===== config.mk =====
export PLATFORM = sky130hd
export DESIGN_NAME = pm_sequencer
export DESIGN_NICKNAME = d
export VERILOG_FILES = /design/src/pm_seq_pkg.sv /design/src/pm_event_if.sv /design/src/pin_sync.sv /design/src/wake_recorder.sv /design/src/pm_sequencer.sv
export SDC_FILE = /design/constraint.sdc
export NUM_CORES = 1
export LEC_CHECK = 0
export BUFFER_PORTS_ARGS = -buffer_cell sky130_fd_sc_hd__buf_2
export CAP_MARGIN = 20
export CORE_UTILIZATION = 45
export CTS_CLUSTER_SIZE = 14
export DETAILED_ROUTE_END_ITERATION = 16
export GPL_TIMING_DRIVEN = 0
export PLACE_DENSITY = 0.66
export SYNTH_ARGS = -nofsm -noshare
export SYNTH_HDL_FRONTEND = slang
export SYNTH_HIERARCHICAL = 1
export SYNTH_SLANG_ARGS = --single-unit

===== constraint.sdc =====
create_clock -name core_clk -period 2.11 [get_ports core_clk]
set_input_delay 0.1055 -clock core_clk [delete_from_list [all_inputs] [get_ports core_clk]]
set_output_delay 0.1055 -clock core_clk [all_outputs]
set_load 0.02 [all_outputs]

===== src/pm_seq_pkg.sv =====
package pm_seq_pkg;

   // clock and timing
   localparam int CLK_MHZ = 250;
   localparam int TR_DEL_US = 900;
   localparam int TR_DEL_CYC_DEF = TR_DEL_US * CLK_MHZ;
   localparam int TR_CNT_W = 18;
   localparam int IRQ_PULSE_NS = 100;
   localparam int CLK_NS = 4;
   localparam int IRQ_CYC = (IRQ_PULSE_NS + CLK_NS - 1) / CLK_NS;
   localparam int IRQ_CNT_W = 5;

   // synchronised pin vector layout
   localparam int PIN_W = 8;
   localparam int P_SCS = 0;
   localparam int P_EDGE = 1;
   localparam int P_LEVEL = 2;
   localparam int P_CUR = 3;
   localparam int P_SUP = 4;
   localparam int P_SEQ = 5;
   localparam int P_BOOST = 6;
   localparam int P_VLOW = 7;

   // wake source flag layout
   localparam int WAKE_W = 5;
   localparam int W_EDGE = 0;
   localparam int W_LEVEL = 1;
   localparam int W_CUR = 2;
   localparam int W_SPI = 3;
   localparam int W_TIMER = 4;

   typedef enum logic [2:0] {
      ST_POWERDOWN = 3'b000,
      ST_INIT      = 3'b001,
      ST_NORMAL    = 3'b010,
      ST_TO_SLEEP  = 3'b011,
      ST_SLEEP     = 3'b100,
      ST_STANDBY   = 3'b101,
      ST_WAKE      = 3'b110,
      ST_FAILSAFE  = 3'b111
   } pm_state_e;

   typedef enum logic [2:0] {
      CMD_NOP        = 3'b000,
      CMD_GO_NORMAL  = 3'b001,
      CMD_GO_SLEEP   = 3'b010,
      CMD_GO_STANDBY = 3'b011,
      CMD_RESUME     = 3'b100,
      CMD_SET_CFG    = 3'b101
   } pm_cmd_e;

   // command data byte, msb first
   typedef struct packed {
      logic wtimer;
      logic err;
      logic hb;
      logic wdog;
      logic tracker;
      logic ref_en;
      logic comm;
      logic standby;
   } cfg_s;

   localparam logic [7:0] CFG_RESET = 8'h70;

endpackage


===== src/pm_event_if.sv =====
interface pm_event_if;
   import pm_seq_pkg::*;
   logic [PIN_W-1:0] lvl;
   logic [PIN_W-1:0] rise;
   logic [WAKE_W-1:0] cause;
   logic take;
   logic clr;
   logic [WAKE_W-1:0] flags;

   modport syncer (output lvl, output rise);
   modport fsm (input lvl, input rise, input flags, output cause,
      output take, output clr);
   modport recorder (input cause, input take, input clr, output flags);
endinterface


===== src/pin_sync.sv =====
module pin_sync
   import pm_seq_pkg::*;
(
   // clock and reset
   input wire logic core_clk,
   input wire logic rst,
   // raw pins
   input wire logic [pm_seq_pkg::PIN_W-1:0] pins,
   // synchronised levels and edges
   pm_event_if.syncer ev
);
   typedef struct packed {
      logic [PIN_W-1:0] s1;
      logic [PIN_W-1:0] s2;
      logic [PIN_W-1:0] prev;
   } sync_s;

   // select idles high; a zero reset would fake a rise on release
   localparam logic [PIN_W-1:0] PIN_IDLE = PIN_W'(1) << P_SCS;

   sync_s cur_reg;
   sync_s cur_next;

   always_comb begin
      cur_next = cur_reg;
      cur_next.s1 = pins;
      cur_next.s2 = cur_reg.s1;
      cur_next.prev = cur_reg.s2;
   end

   always_ff @(posedge core_clk or posedge rst) begin
      if (rst) begin
         cur_reg <= {PIN_IDLE, PIN_IDLE, PIN_IDLE};
      end else begin
         cur_reg <= cur_next;
      end
   end

   // edges only from second stage, never the metastable first one
   for (genvar i = 0; i < PIN_W; i++) begin : g_edge
      assign ev.lvl[i] = cur_reg.s2[i];
      assign ev.rise[i] = cur_reg.s2[i] & ~cur_reg.prev[i];
   end
endmodule // pin_sync


===== src/wake_recorder.sv =====
module wake_recorder
   import pm_seq_pkg::*;
(
   // clock and reset
   input wire logic core_clk,
   input wire logic rst,
   // events from the sequencer
   pm_event_if.recorder ev
);
   typedef struct packed {
      logic [WAKE_W-1:0] flags;
   } rec_s;

   rec_s cur_reg;
   rec_s cur_next;

   always_comb begin
      cur_next = cur_reg;
      if (ev.clr) begin
         cur_next.flags = '0;
      end
      // a new cause in the clear cycle survives
      if (ev.take) begin
         cur_next.flags = cur_next.flags | ev.cause;
      end
   end

   always_ff @(posedge core_clk or posedge rst) begin
      if (rst) begin
         cur_reg <= '0;
      end else begin
         cur_reg <= cur_next;
      end
   end

   assign ev.flags = cur_reg.flags;
endmodule // wake_recorder


===== src/pm_sequencer.sv =====
// Summary of operation
// - wake from sleep on current, pin, resume
// - selftest in normal moves to wake
// - wake entry: interrupt, monitors from normal
// - wake entry restores normal supply enables
// - both safe-state outputs low in wake
// - reset output stays high in wake
// - wake-up timer off in wake
// - standby supply settable by command in wake
// - comm, ref, tracker restored then settable
// - monitors reconfigurable by command in wake
// - pre-converter and mcu supply on in wake
// - boost only when strapped and input low
// - core supply from strap at sequencing
// - severe failure: failsafe, everything off
// - failsafe: reset low, safe-state low
// - commands act on select rising edge
// - powerdown to init on power clear
// - wake accepts sleep and standby requests
// - init to normal on command, outputs together
// - record wake source, interrupt on wake
module pm_sequencer
   import pm_seq_pkg::*;
#(
   parameter int TR_DEL_CYCLES = pm_seq_pkg::TR_DEL_CYC_DEF
) (
   // clock and power-on reset
   input wire logic core_clk,
   input wire logic rst,
   // pins from outside the clock domain
   input wire logic spi_select_n,
   input wire logic edge_wake_in,
   input wire logic level_rouse_in,
   input wire logic mcu_current_threshold,
   input wire logic supply_rise_threshold,
   input wire logic core_seq_pin,
   input wire logic boost_select_pin,
   input wire logic vin_low,
   // decoded command from the spi receiver
   input wire logic cmd_valid,
   input wire logic [2:0] cmd_code,
   input wire logic [7:0] cmd_data,
   // on-chip services
   input wire logic monitors_serviced,
   input wire logic analog_selftest,
   input wire logic wake_timer_done,
   input wire logic severe_fail,
   input wire logic wake_flags_clr,
   // supply enables
   output logic standby_supply_en,
   output logic mcu_supply_en,
   output logic comm_supply_en,
   output logic ref_supply_en,
   output logic sensor_tracker_en,
   output logic pre_converter_en,
   output logic boost_en,
   output logic core_supply_en,
   // supervision enables
   output logic wake_timer_en,
   output logic window_watchdog_en,
   output logic heartbeat_watchdog_en,
   output logic fault_monitor_en,
   // reset, safe state, interrupt, status
   output logic sys_reset_pin_n,
   output logic safe_state_control,
   output logic safe_state_out_a,
   output logic safe_state_out_b,
   output logic irq,
   output logic [pm_seq_pkg::WAKE_W-1:0] wake_source_flags,
   output pm_seq_pkg::pm_state_e op_state
);
   import pm_seq_pkg::*;

   typedef struct packed {
      logic stby;
      logic mcu;
      logic comm;
      logic ref_en;
      logic trk;
      logic pre;
      logic boost;
      logic core;
      logic wtim;
      logic wdog;
      logic hb;
      logic err;
      logic rst_n;
      logic safe;
      logic irq;
   } out_s;

   typedef struct packed {
      pm_state_e st;
      cfg_s live;
      cfg_s saved;
      cfg_s slp;
      logic cur_mon;
      logic core_strap;
      logic boost_strap;
      logic [TR_CNT_W-1:0] cnt;
      logic [IRQ_CNT_W-1:0] irq_cnt;
      logic take;
      logic [WAKE_W-1:0] cause;
      logic clr;
      out_s o;
   } seq_s;

   localparam logic [TR_CNT_W-1:0] TR_LAST =
      TR_CNT_W'(TR_DEL_CYCLES - 1);
   localparam logic [IRQ_CNT_W-1:0] IRQ_LOAD = IRQ_CNT_W'(IRQ_CYC);

   seq_s cur_reg;
   seq_s cur_next;
   pm_event_if ev ();

   pin_sync u_sync (
      .core_clk(core_clk),
      .rst(rst),
      .pins({vin_low, boost_select_pin, core_seq_pin,
         supply_rise_threshold, mcu_current_threshold, level_rouse_in,
         edge_wake_in, spi_select_n}),
      .ev(ev)
   );

   wake_recorder u_rec (
      .core_clk(core_clk),
      .rst(rst),
      .ev(ev)
   );

   assign ev.take = cur_reg.take;
   assign ev.cause = cur_reg.cause;
   assign ev.clr = cur_reg.clr;

   always_comb begin
      logic go;
      logic wake_now;
      logic wake_pin;
      logic [WAKE_W-1:0] wcause;
      logic up;
      logic sel_live;
      logic sel_slp;
      cfg_s c;
      pm_cmd_e cmd;
      go = ev.rise[P_SCS] & cmd_valid;
      cmd = pm_cmd_e'(cmd_code);
      up = 1'b0;
      sel_live = 1'b0;
      sel_slp = 1'b0;
      c = '0;
      wake_now = 1'b0;
      wcause = '0;
      wake_pin = ev.rise[P_EDGE] | ev.lvl[P_LEVEL];
      cur_next = cur_reg;
      cur_next.take = 1'b0;
      cur_next.cause = '0;
      cur_next.clr = wake_flags_clr;
      if (cur_reg.irq_cnt != '0) begin
         cur_next.irq_cnt = cur_reg.irq_cnt - IRQ_CNT_W'(1);
      end
      case (cur_reg.st)
         ST_POWERDOWN: begin
            if (ev.lvl[P_SUP]) begin
               cur_next.st = ST_INIT;
               cur_next.live = cfg_s'(CFG_RESET);
               cur_next.core_strap = ev.lvl[P_SEQ];
               cur_next.boost_strap = ev.lvl[P_BOOST];
            end
         end
         ST_INIT: begin
            if (go && cmd == CMD_SET_CFG) begin
               cur_next.live = cfg_s'(cmd_data);
            end
            // host must have serviced monitors and waited first
            if (go && cmd == CMD_GO_NORMAL && monitors_serviced) begin
               cur_next.st = ST_NORMAL;
            end
         end
         ST_NORMAL, ST_WAKE: begin
            if (go && cmd == CMD_SET_CFG) begin
               cur_next.live = cfg_s'(cmd_data);
            end
            if (go && cmd == CMD_GO_SLEEP) begin
               if (cur_reg.st == ST_NORMAL) begin
                  cur_next.saved = cur_reg.live;
               end
               cur_next.slp = cfg_s'(cmd_data);
               cur_next.cur_mon = cmd_data[7];
               cur_next.cnt = '0;
               cur_next.st = ST_TO_SLEEP;
            end
            if (go && cmd == CMD_GO_STANDBY) begin
               if (cur_reg.st == ST_NORMAL) begin
                  cur_next.saved = cur_reg.live;
               end
               cur_next.st = ST_STANDBY;
            end
            if (cur_reg.st == ST_WAKE && go && cmd == CMD_GO_NORMAL &&
               monitors_serviced) begin
               cur_next.st = ST_NORMAL;
            end
            if (cur_reg.st == ST_NORMAL && analog_selftest &&
               !(go && cmd != CMD_NOP)) begin
               cur_next.saved = cur_reg.live;
               wake_now = 1'b1;
            end
         end
         ST_TO_SLEEP: begin
            cur_next.cnt = cur_reg.cnt + TR_CNT_W'(1);
            wcause[W_EDGE] = ev.rise[P_EDGE];
            wcause[W_LEVEL] = ev.lvl[P_LEVEL];
            wcause[W_SPI] = go && cmd == CMD_RESUME;
            if (cur_reg.cnt >= TR_LAST) begin
               // current still high at expiry keeps the part awake
               wcause[W_CUR] = cur_reg.cur_mon & ev.lvl[P_CUR];
               cur_next.st = ST_SLEEP;
            end
            wake_now = |wcause;
         end
         ST_SLEEP: begin
            wcause[W_EDGE] = ev.rise[P_EDGE];
            wcause[W_LEVEL] = ev.lvl[P_LEVEL];
            wcause[W_CUR] = ev.lvl[P_CUR];
            wcause[W_SPI] = go && cmd == CMD_RESUME;
            wcause[W_TIMER] = wake_timer_done & cur_reg.saved.wtimer;
            wake_now = |wcause;
         end
         ST_STANDBY: begin
            // supplies were off, so restart through sequencing
            if (wake_pin || (go && cmd == CMD_RESUME)) begin
               cur_next.st = ST_POWERDOWN;
            end
         end
         ST_FAILSAFE: begin
            cur_next.st = ST_FAILSAFE;
         end
         default: begin
            cur_next.st = ST_FAILSAFE;
         end
      endcase
      if (wake_now) begin
         cur_next.st = ST_WAKE;
         // a selftest entry has just saved the live set in this cycle
         cur_next.live = cur_next.saved;
         cur_next.irq_cnt = IRQ_LOAD;
         cur_next.take = 1'b1;
         cur_next.cause = wcause;
      end
      if (severe_fail && cur_reg.st != ST_POWERDOWN) begin
         cur_next.st = ST_FAILSAFE;
         cur_next.irq_cnt = '0;
      end

      // outputs follow the next state so they switch with it
      up = cur_next.st inside {ST_INIT, ST_NORMAL, ST_TO_SLEEP,
         ST_SLEEP, ST_WAKE};
      sel_live = cur_next.st inside {ST_INIT, ST_NORMAL, ST_WAKE};
      sel_slp = cur_next.st inside {ST_TO_SLEEP, ST_SLEEP};
      c = sel_live ? cur_next.live : (sel_slp ? cur_next.slp : '0);
      cur_next.o.mcu = up;
      cur_next.o.pre = up;
      cur_next.o.boost = up & cur_next.boost_strap & ev.lvl[P_VLOW];
      cur_next.o.core = up & cur_next.core_strap;
      cur_next.o.comm = c.comm;
      cur_next.o.ref_en = c.ref_en;
      cur_next.o.trk = c.tracker;
      cur_next.o.stby = (cur_next.st == ST_STANDBY) ?
         cur_next.saved.standby : c.standby;
      cur_next.o.wdog = c.wdog;
      cur_next.o.hb = c.hb;
      cur_next.o.err = c.err;
      cur_next.o.wtim = (cur_next.st inside {ST_SLEEP, ST_STANDBY}) &
         cur_next.saved.wtimer;
      cur_next.o.rst_n = up;
      cur_next.o.safe = cur_next.st == ST_NORMAL;
      cur_next.o.irq = cur_next.irq_cnt != '0;
   end

   always_ff @(posedge core_clk or posedge rst) begin
      if (rst) begin
         cur_reg <= '0;
      end else begin
         cur_reg <= cur_next;
      end
   end

   assign standby_supply_en = cur_reg.o.stby;
   assign mcu_supply_en = cur_reg.o.mcu;
   assign comm_supply_en = cur_reg.o.comm;
   assign ref_supply_en = cur_reg.o.ref_en;
   assign sensor_tracker_en = cur_reg.o.trk;
   assign pre_converter_en = cur_reg.o.pre;
   assign boost_en = cur_reg.o.boost;
   assign core_supply_en = cur_reg.o.core;
   assign wake_timer_en = cur_reg.o.wtim;
   assign window_watchdog_en = cur_reg.o.wdog;
   assign heartbeat_watchdog_en = cur_reg.o.hb;
   assign fault_monitor_en = cur_reg.o.err;
   assign sys_reset_pin_n = cur_reg.o.rst_n;
   assign safe_state_control = cur_reg.o.safe;
   assign safe_state_out_a = cur_reg.o.safe;
   assign safe_state_out_b = cur_reg.o.safe;
   assign irq = cur_reg.o.irq;
   assign wake_source_flags = ev.flags;
   assign op_state = cur_reg.st;
endmodule // pm_sequencer


==> results of run 1 <==
-- cells in the final DEF (no fill, tap or decap), drive strengths merged, types with 13 or more instances in the layout --
master,count
buf,101
dfrtp,92
nand2,64
o21ai,26
nor2,22
inv,19
nand3,17
dlygate4sd3,16
mux2i,13
-- final timing paths --
kind / start / endpoint / slack, ns / depth (start not counted)
setup reg to reg: u_sync/ev.lvl[0] / comm_supply_en / -0.36 / 9
min in group asynchronous: rst / u_rec/ev.flags[0] / 0.22 / 3
hold / removal: cmd_data[2] / cur_reg[50] / 0.01 / 3
setup / recovery: u_sync/ev.lvl[0] / comm_supply_en / -0.36 / 9
max in group asynchronous: rst / op_state[2] / 0.99 / 3
hold reg to reg: u_sync/cur_next[14] / u_sync/ev.lvl[6] / 0.35 / 0
-- power breakdown --
group	switching [mW]	total, mW	internal (mW)	leakage (nW)
combinational	1.11	1.99	0.876	1.39
sequential	0.283	2.45	2.17	1.19
clock	0.615	1.16	0.544	0.0883
-- worst register-to-register path, stage by stage, from the launching register on --
cell and delay, ns:
dfstp_2 0.54, nor2b_4 0.15, nand4b_1 0.23, buf_4 0.24
nor2_4 0.15, a2111oi_4 0.09, a211o_2 0.33, nor2_2 0.25
o21a_2 0.26, a22o_1 0.18
-- per-layer routing --
layer / track usage (%) / vias up
li1: - / 1597
met1: 27.1 / 1629
met2: 33.9 / 89
met3: 4.04 / 22
met4: 7.47 / 0
met5: 0 / -
-- cell type report --
type / count / area [um^2] / share of cell area, %
flip-flops and latches: 95 / 2380 / 42.2
multi-input cells: 261 / 1980 / 35.1
repair buffers: 96 / 662 / 11.7
plain buffers: 23 / 193 / 3.41
well taps: 129 / 161 / 2.86
clock buffers: 10 / 128 / 2.26
inverters: 19 / 73.8 / 1.31
clock inverters: 6 / 62.6 / 1.11
-- repair_timing --
action                                  in CTS  in global routing
hold buffers                                16                  0
hold endpoints to repair                    45                  0
cloned                                       1                  1
pin swaps                                   17                 13
setup buffers                               15                 12
gates resized for setup                     37                 39
endpoints found under the setup margin      44                 51
==> impl_metrics.env, run 1 <==
export IMPL_vias=3337
export IMPL_fmax_ghz=0.404
export IMPL_die_area_um2=9980
export IMPL_drtIter0Drc=240
export IMPL_route_detailed_wl_per_inst_um=15.3
export IMPL_ant_nets=0
export IMPL_hold_path_class="primary input to flop"
export IMPL_firstDrtPassIters=4
export IMPL_power_mw=5.60
export IMPL_finClkSkew_ns=0.0124
export IMPL_grt_pass1_wl_um=15800
export IMPL_layout_min_cycle_time_ns=2.47
export IMPL_syn_to_final_growth_pct=30.9
export IMPL_setup_ws_ns=-0.364
export IMPL_arrival_ns=2.77
export IMPL_wl_met2_um=4750
export IMPL_critPathMaxStageDelay_ns=0.54
export IMPL_required_ns=2.40
export IMPL_hold_viol_final=0
export IMPL_htree_levels=3
export IMPL_cp_end_kind="flop"
export IMPL_placedInstanceArea_um2=4750
export IMPL_nNetsFinal=534
export IMPL_wl_met3_um=372
export IMPL_cpLargestDelayFamily="compound AO/OA/AOI/OAI gates"
export IMPL_dieWidth_um=99.9
export IMPL_viasPerCell=5.22
export IMPL_first_global_vias=3227
export IMPL_syn_nets=428
export IMPL_cts_tree="built"
export IMPL_path_class="flop to flop"
export IMPL_slew_headroom_pct=41.4
export IMPL_dpl_cell_count=579
export IMPL_syn_area_um2=4310
export IMPL_nFillCells=781
export IMPL_final_cell_count_no_fill=639
export IMPL_cts_buffers=9
export IMPL_yosys_warnings=6
export IMPL_synth_cells=399
export IMPL_max_cap_viol_count=0
export IMPL_final_util_pct=60.8
export IMPL_power_leakage_nw=2.67
export IMPL_cts_sink_count=95
export IMPL_grt_max_degree=73
export IMPL_max_slew_worst_pin_slew_ns=0.880
export IMPL_clkLatencyLatePin_ns=0.36
export IMPL_io_pins=52
export IMPL_timing_hold_ws_ns=0.0147
export IMPL_finalCritPeriodShare_pct=117
export IMPL_clockRootBuffer="clkbuf_8"
export IMPL_dp_worst_setup_slack_ns=-0.412
export IMPL_violations="negative setup slack"
export IMPL_grt_ovfl_total=0
export IMPL_slew_violations=0
export IMPL_top_layer="met4"
export IMPL_pwr_density_cell_nw_per_um2=992
export IMPL_remaining_drc_errors=0
export IMPL_critPathSlowestCell="dfstp_2"
export IMPL_antenna_found_initial=0
export IMPL_die_h_um=99.9
export IMPL_io_buffers=51
export IMPL_grt_util_all_layers_pct=20.6
export IMPL_core_um2=9280
export IMPL_outcome="finished, violations left"
export IMPL_rsz0062_at_grt="true"
export IMPL_diodes=0
export IMPL_syn_avg_cell_area_um2=10.8
export IMPL_fp_row_count=35
export IMPL_setup_violations=27
export IMPL_drive_gt1_share_pct=38.2
export IMPL_ir_drop_uv=602
export IMPL_final_area_um2=5650
export IMPL_routed_wl_um=9800
export IMPL_drt_met1_wl_um=4390
export IMPL_start_kind="flop"
export IMPL_crit_fanout=6
export IMPL_clk_pin_slew_ns=0.09
export IMPL_place_gp_congestion=0.863
export IMPL_cp_num_buf_inv=1
export IMPL_largest_reg_flops=49
export IMPL_clk_path_buf_depth=2
export IMPL_initial_utilization_pct=46.5
export IMPL_setup_tns_final_ns=-4.67
export IMPL_hpwl_um=6140
export IMPL_crit_chain="nor2b_4 > nand4b_1 > buf_4 > nor2_4 > a2111oi_4 > a211o_2 > nor2_2 > o21a_2 > a22o_1"
(Power assumes the default switching activity.)
==> run 2, diff against run 1 <==
Settings changed: BUFFER_PORTS_ARGS -buffer_cell sky130_fd_sc_hd__buf_2 to -buffer_cell sky130_fd_sc_hd__clkbuf_2.
==> impl_metrics.env, run 2 (synthesis gave the netlist of run 1 again) <==
export IMPL_outcome="finished, violations left"
export IMPL_violations="negative setup slack"
export IMPL_setup_tns_final_ns=-4.76
export IMPL_crit_fanout=5
export IMPL_placedInstanceArea_um2=4750
export IMPL_remaining_drc_errors=0
export IMPL_grt_ovfl_total=0
export IMPL_required_ns=2.34
export IMPL_max_slew_worst_pin_slew_ns=0.866
export IMPL_cts_tree="built"
export IMPL_clk_pin_slew_ns=0.09
export IMPL_setup_violations=29
export IMPL_firstDrtPassIters=4
export IMPL_final_common_cell="dfrtp_1"
export IMPL_critPathSlowestCell="dfstp_2"
export IMPL_routed_wl_um=9980
export IMPL_place_gp_congestion=0.860
export IMPL_die_area_um2=9980
export IMPL_initial_utilization_pct=46.5
export IMPL_dpl_cell_count=579
export IMPL_critPathMaxStageDelay_ns=0.54
export IMPL_power_mw=5.74
export IMPL_io_buffers=51
export IMPL_core_um2=9280
export IMPL_path_class="flop to flop"
export IMPL_power_leakage_nw=2.81
export IMPL_layout_common_cells="dfrtp_1 (90), nand2_1 (57), clkbuf_2 (51), buf_4 (46)"
export IMPL_largest_reg_flops=49
export IMPL_finalCritPeriodShare_pct=118
export IMPL_route_detailed_wl_per_inst_um=15.3
export IMPL_dieWidth_um=99.9
export IMPL_viasPerCell=5.18
export IMPL_cp_num_buf_inv=2
export IMPL_io_pins=52
export IMPL_reg2reg_depth=9
export IMPL_dp_worst_setup_slack_ns=-0.377
export IMPL_drive_gt1_share_pct=41.8
export IMPL_cpLargestDelayFamily="multiplexers"
export IMPL_fp_row_count=35
export IMPL_hpwl_um=6080
export IMPL_crit_path_frequent_cell="mux2_4"
export IMPL_antenna_found_initial=0
export IMPL_first_global_vias=3220
export IMPL_final_cell_count_no_fill=653
export IMPL_layout_min_cycle_time_ns=2.48
export IMPL_grt_max_degree=73
export IMPL_cts_buffers=9
export IMPL_timing_hold_ws_ns=0.103
export IMPL_setup_ws_ns=-0.369
export IMPL_clk_path_buf_depth=2
export IMPL_start_kind="flop"
export IMPL_hold_path_class="primary input to flop"
export IMPL_rsz0062_at_grt="true"
export IMPL_clockRootBuffer="clkbuf_8"
export IMPL_min_path_cells=3
export IMPL_fmax_ghz=0.403
export IMPL_final_util_pct=63.7
export IMPL_ant_nets=0
export IMPL_diodes=0
export IMPL_syn_to_final_growth_pct=37.0
export IMPL_nNetsFinal=548
export IMPL_htree_levels=3
export IMPL_final_area_um2=5910
export IMPL_finClkSkew_ns=0.0132
export IMPL_clkLatencyLatePin_ns=0.36
export IMPL_slew_violations=0
export IMPL_arrival_ns=2.71
export IMPL_slew_headroom_pct=42.2
export IMPL_crit_chain="nor2b_4 > nand4b_1 > buf_4 > a211o_1 > buf_6 > mux2_4 > mux2_4 > o211ai_2 > a31oi_1"
export IMPL_pwr_density_cell_nw_per_um2=970
export IMPL_max_cap_viol_count=0
export IMPL_cts_sink_count=95
export IMPL_grt_pass1_wl_um=15700
export IMPL_path_depth=9
export IMPL_drtIter0Drc=166
export IMPL_cp_end_kind="flop"
export IMPL_grt_util_all_layers_pct=20.5
export IMPL_die_h_um=99.9
export IMPL_vias=3385
export IMPL_hold_viol_final=0
export IMPL_ir_drop_uv=567
## run 2: metal layers
metal | vias up | GRT usage (%) | wire [um]
li1 | 1627 | - | -
met1 | 1630 | 27.4 | 4440
met2 | 101 | 32.8 | 4870
met3 | 27 | 3.41 | 425
met4 | 0 | 9.73 | 242
met5 | - | 0 | 0
## run 2: layout make-up
| class | count | area [um^2] |
|---|---|---|
| Fill cell | 736 | 3370 |
| Inverter | 19 | 73.8 |
| Tap cell | 129 | 161 |
| Clock buffer | 9 | 124 |
| Clock inverter | 7 | 48.8 |
| Timing Repair Buffer | 110 | 848 |
| Sequential cell | 95 | 2380 |
| Buffer | 23 | 214 |
| Multi-Input combinational cell | 261 | 2060 |
## run 2: worst reg2reg max path: stages (launching register included)
cell and delay (ns):
dfstp_2 0.54, nor2b_4 0.15, nand4b_1 0.23, buf_4 0.23
a211o_1 0.26, buf_6 0.14, mux2_4 0.30, mux2_4 0.29
o211ai_2 0.09, a31oi_1 0.12
## run 2: path summary, 6_finish.rpt
path                                           from           endpoint  slack, ns
worst max-delay path               u_sync/ev.lvl[0]  standby_supply_en      -0.37
worst min-delay path                    cmd_data[0]        cur_reg[48]       0.10
min in group asynchronous                       rst  u_rec/ev.flags[0]       0.22
worst max register to register     u_sync/ev.lvl[0]  standby_supply_en      -0.37
max in group asynchronous                       rst        op_state[2]       1.01
worst min register to register  u_sync/cur_next[13]   u_sync/ev.lvl[5]       0.35
## run 2: where the power goes
part	switching (mW)	internal (mW)	total [mW]
combinational	1.16	1.04	2.20
clock	0.639	0.430	1.07
sequential	0.296	2.17	2.47
## run 2: repair_timing
item,CTS,global route
hold buffers,17,0
gates cloned,1,2
hold endpoints to repair,52,0
pin swaps,11,21
setup endpoints to repair,44,53
resized for setup,41,59
buffers inserted,17,22
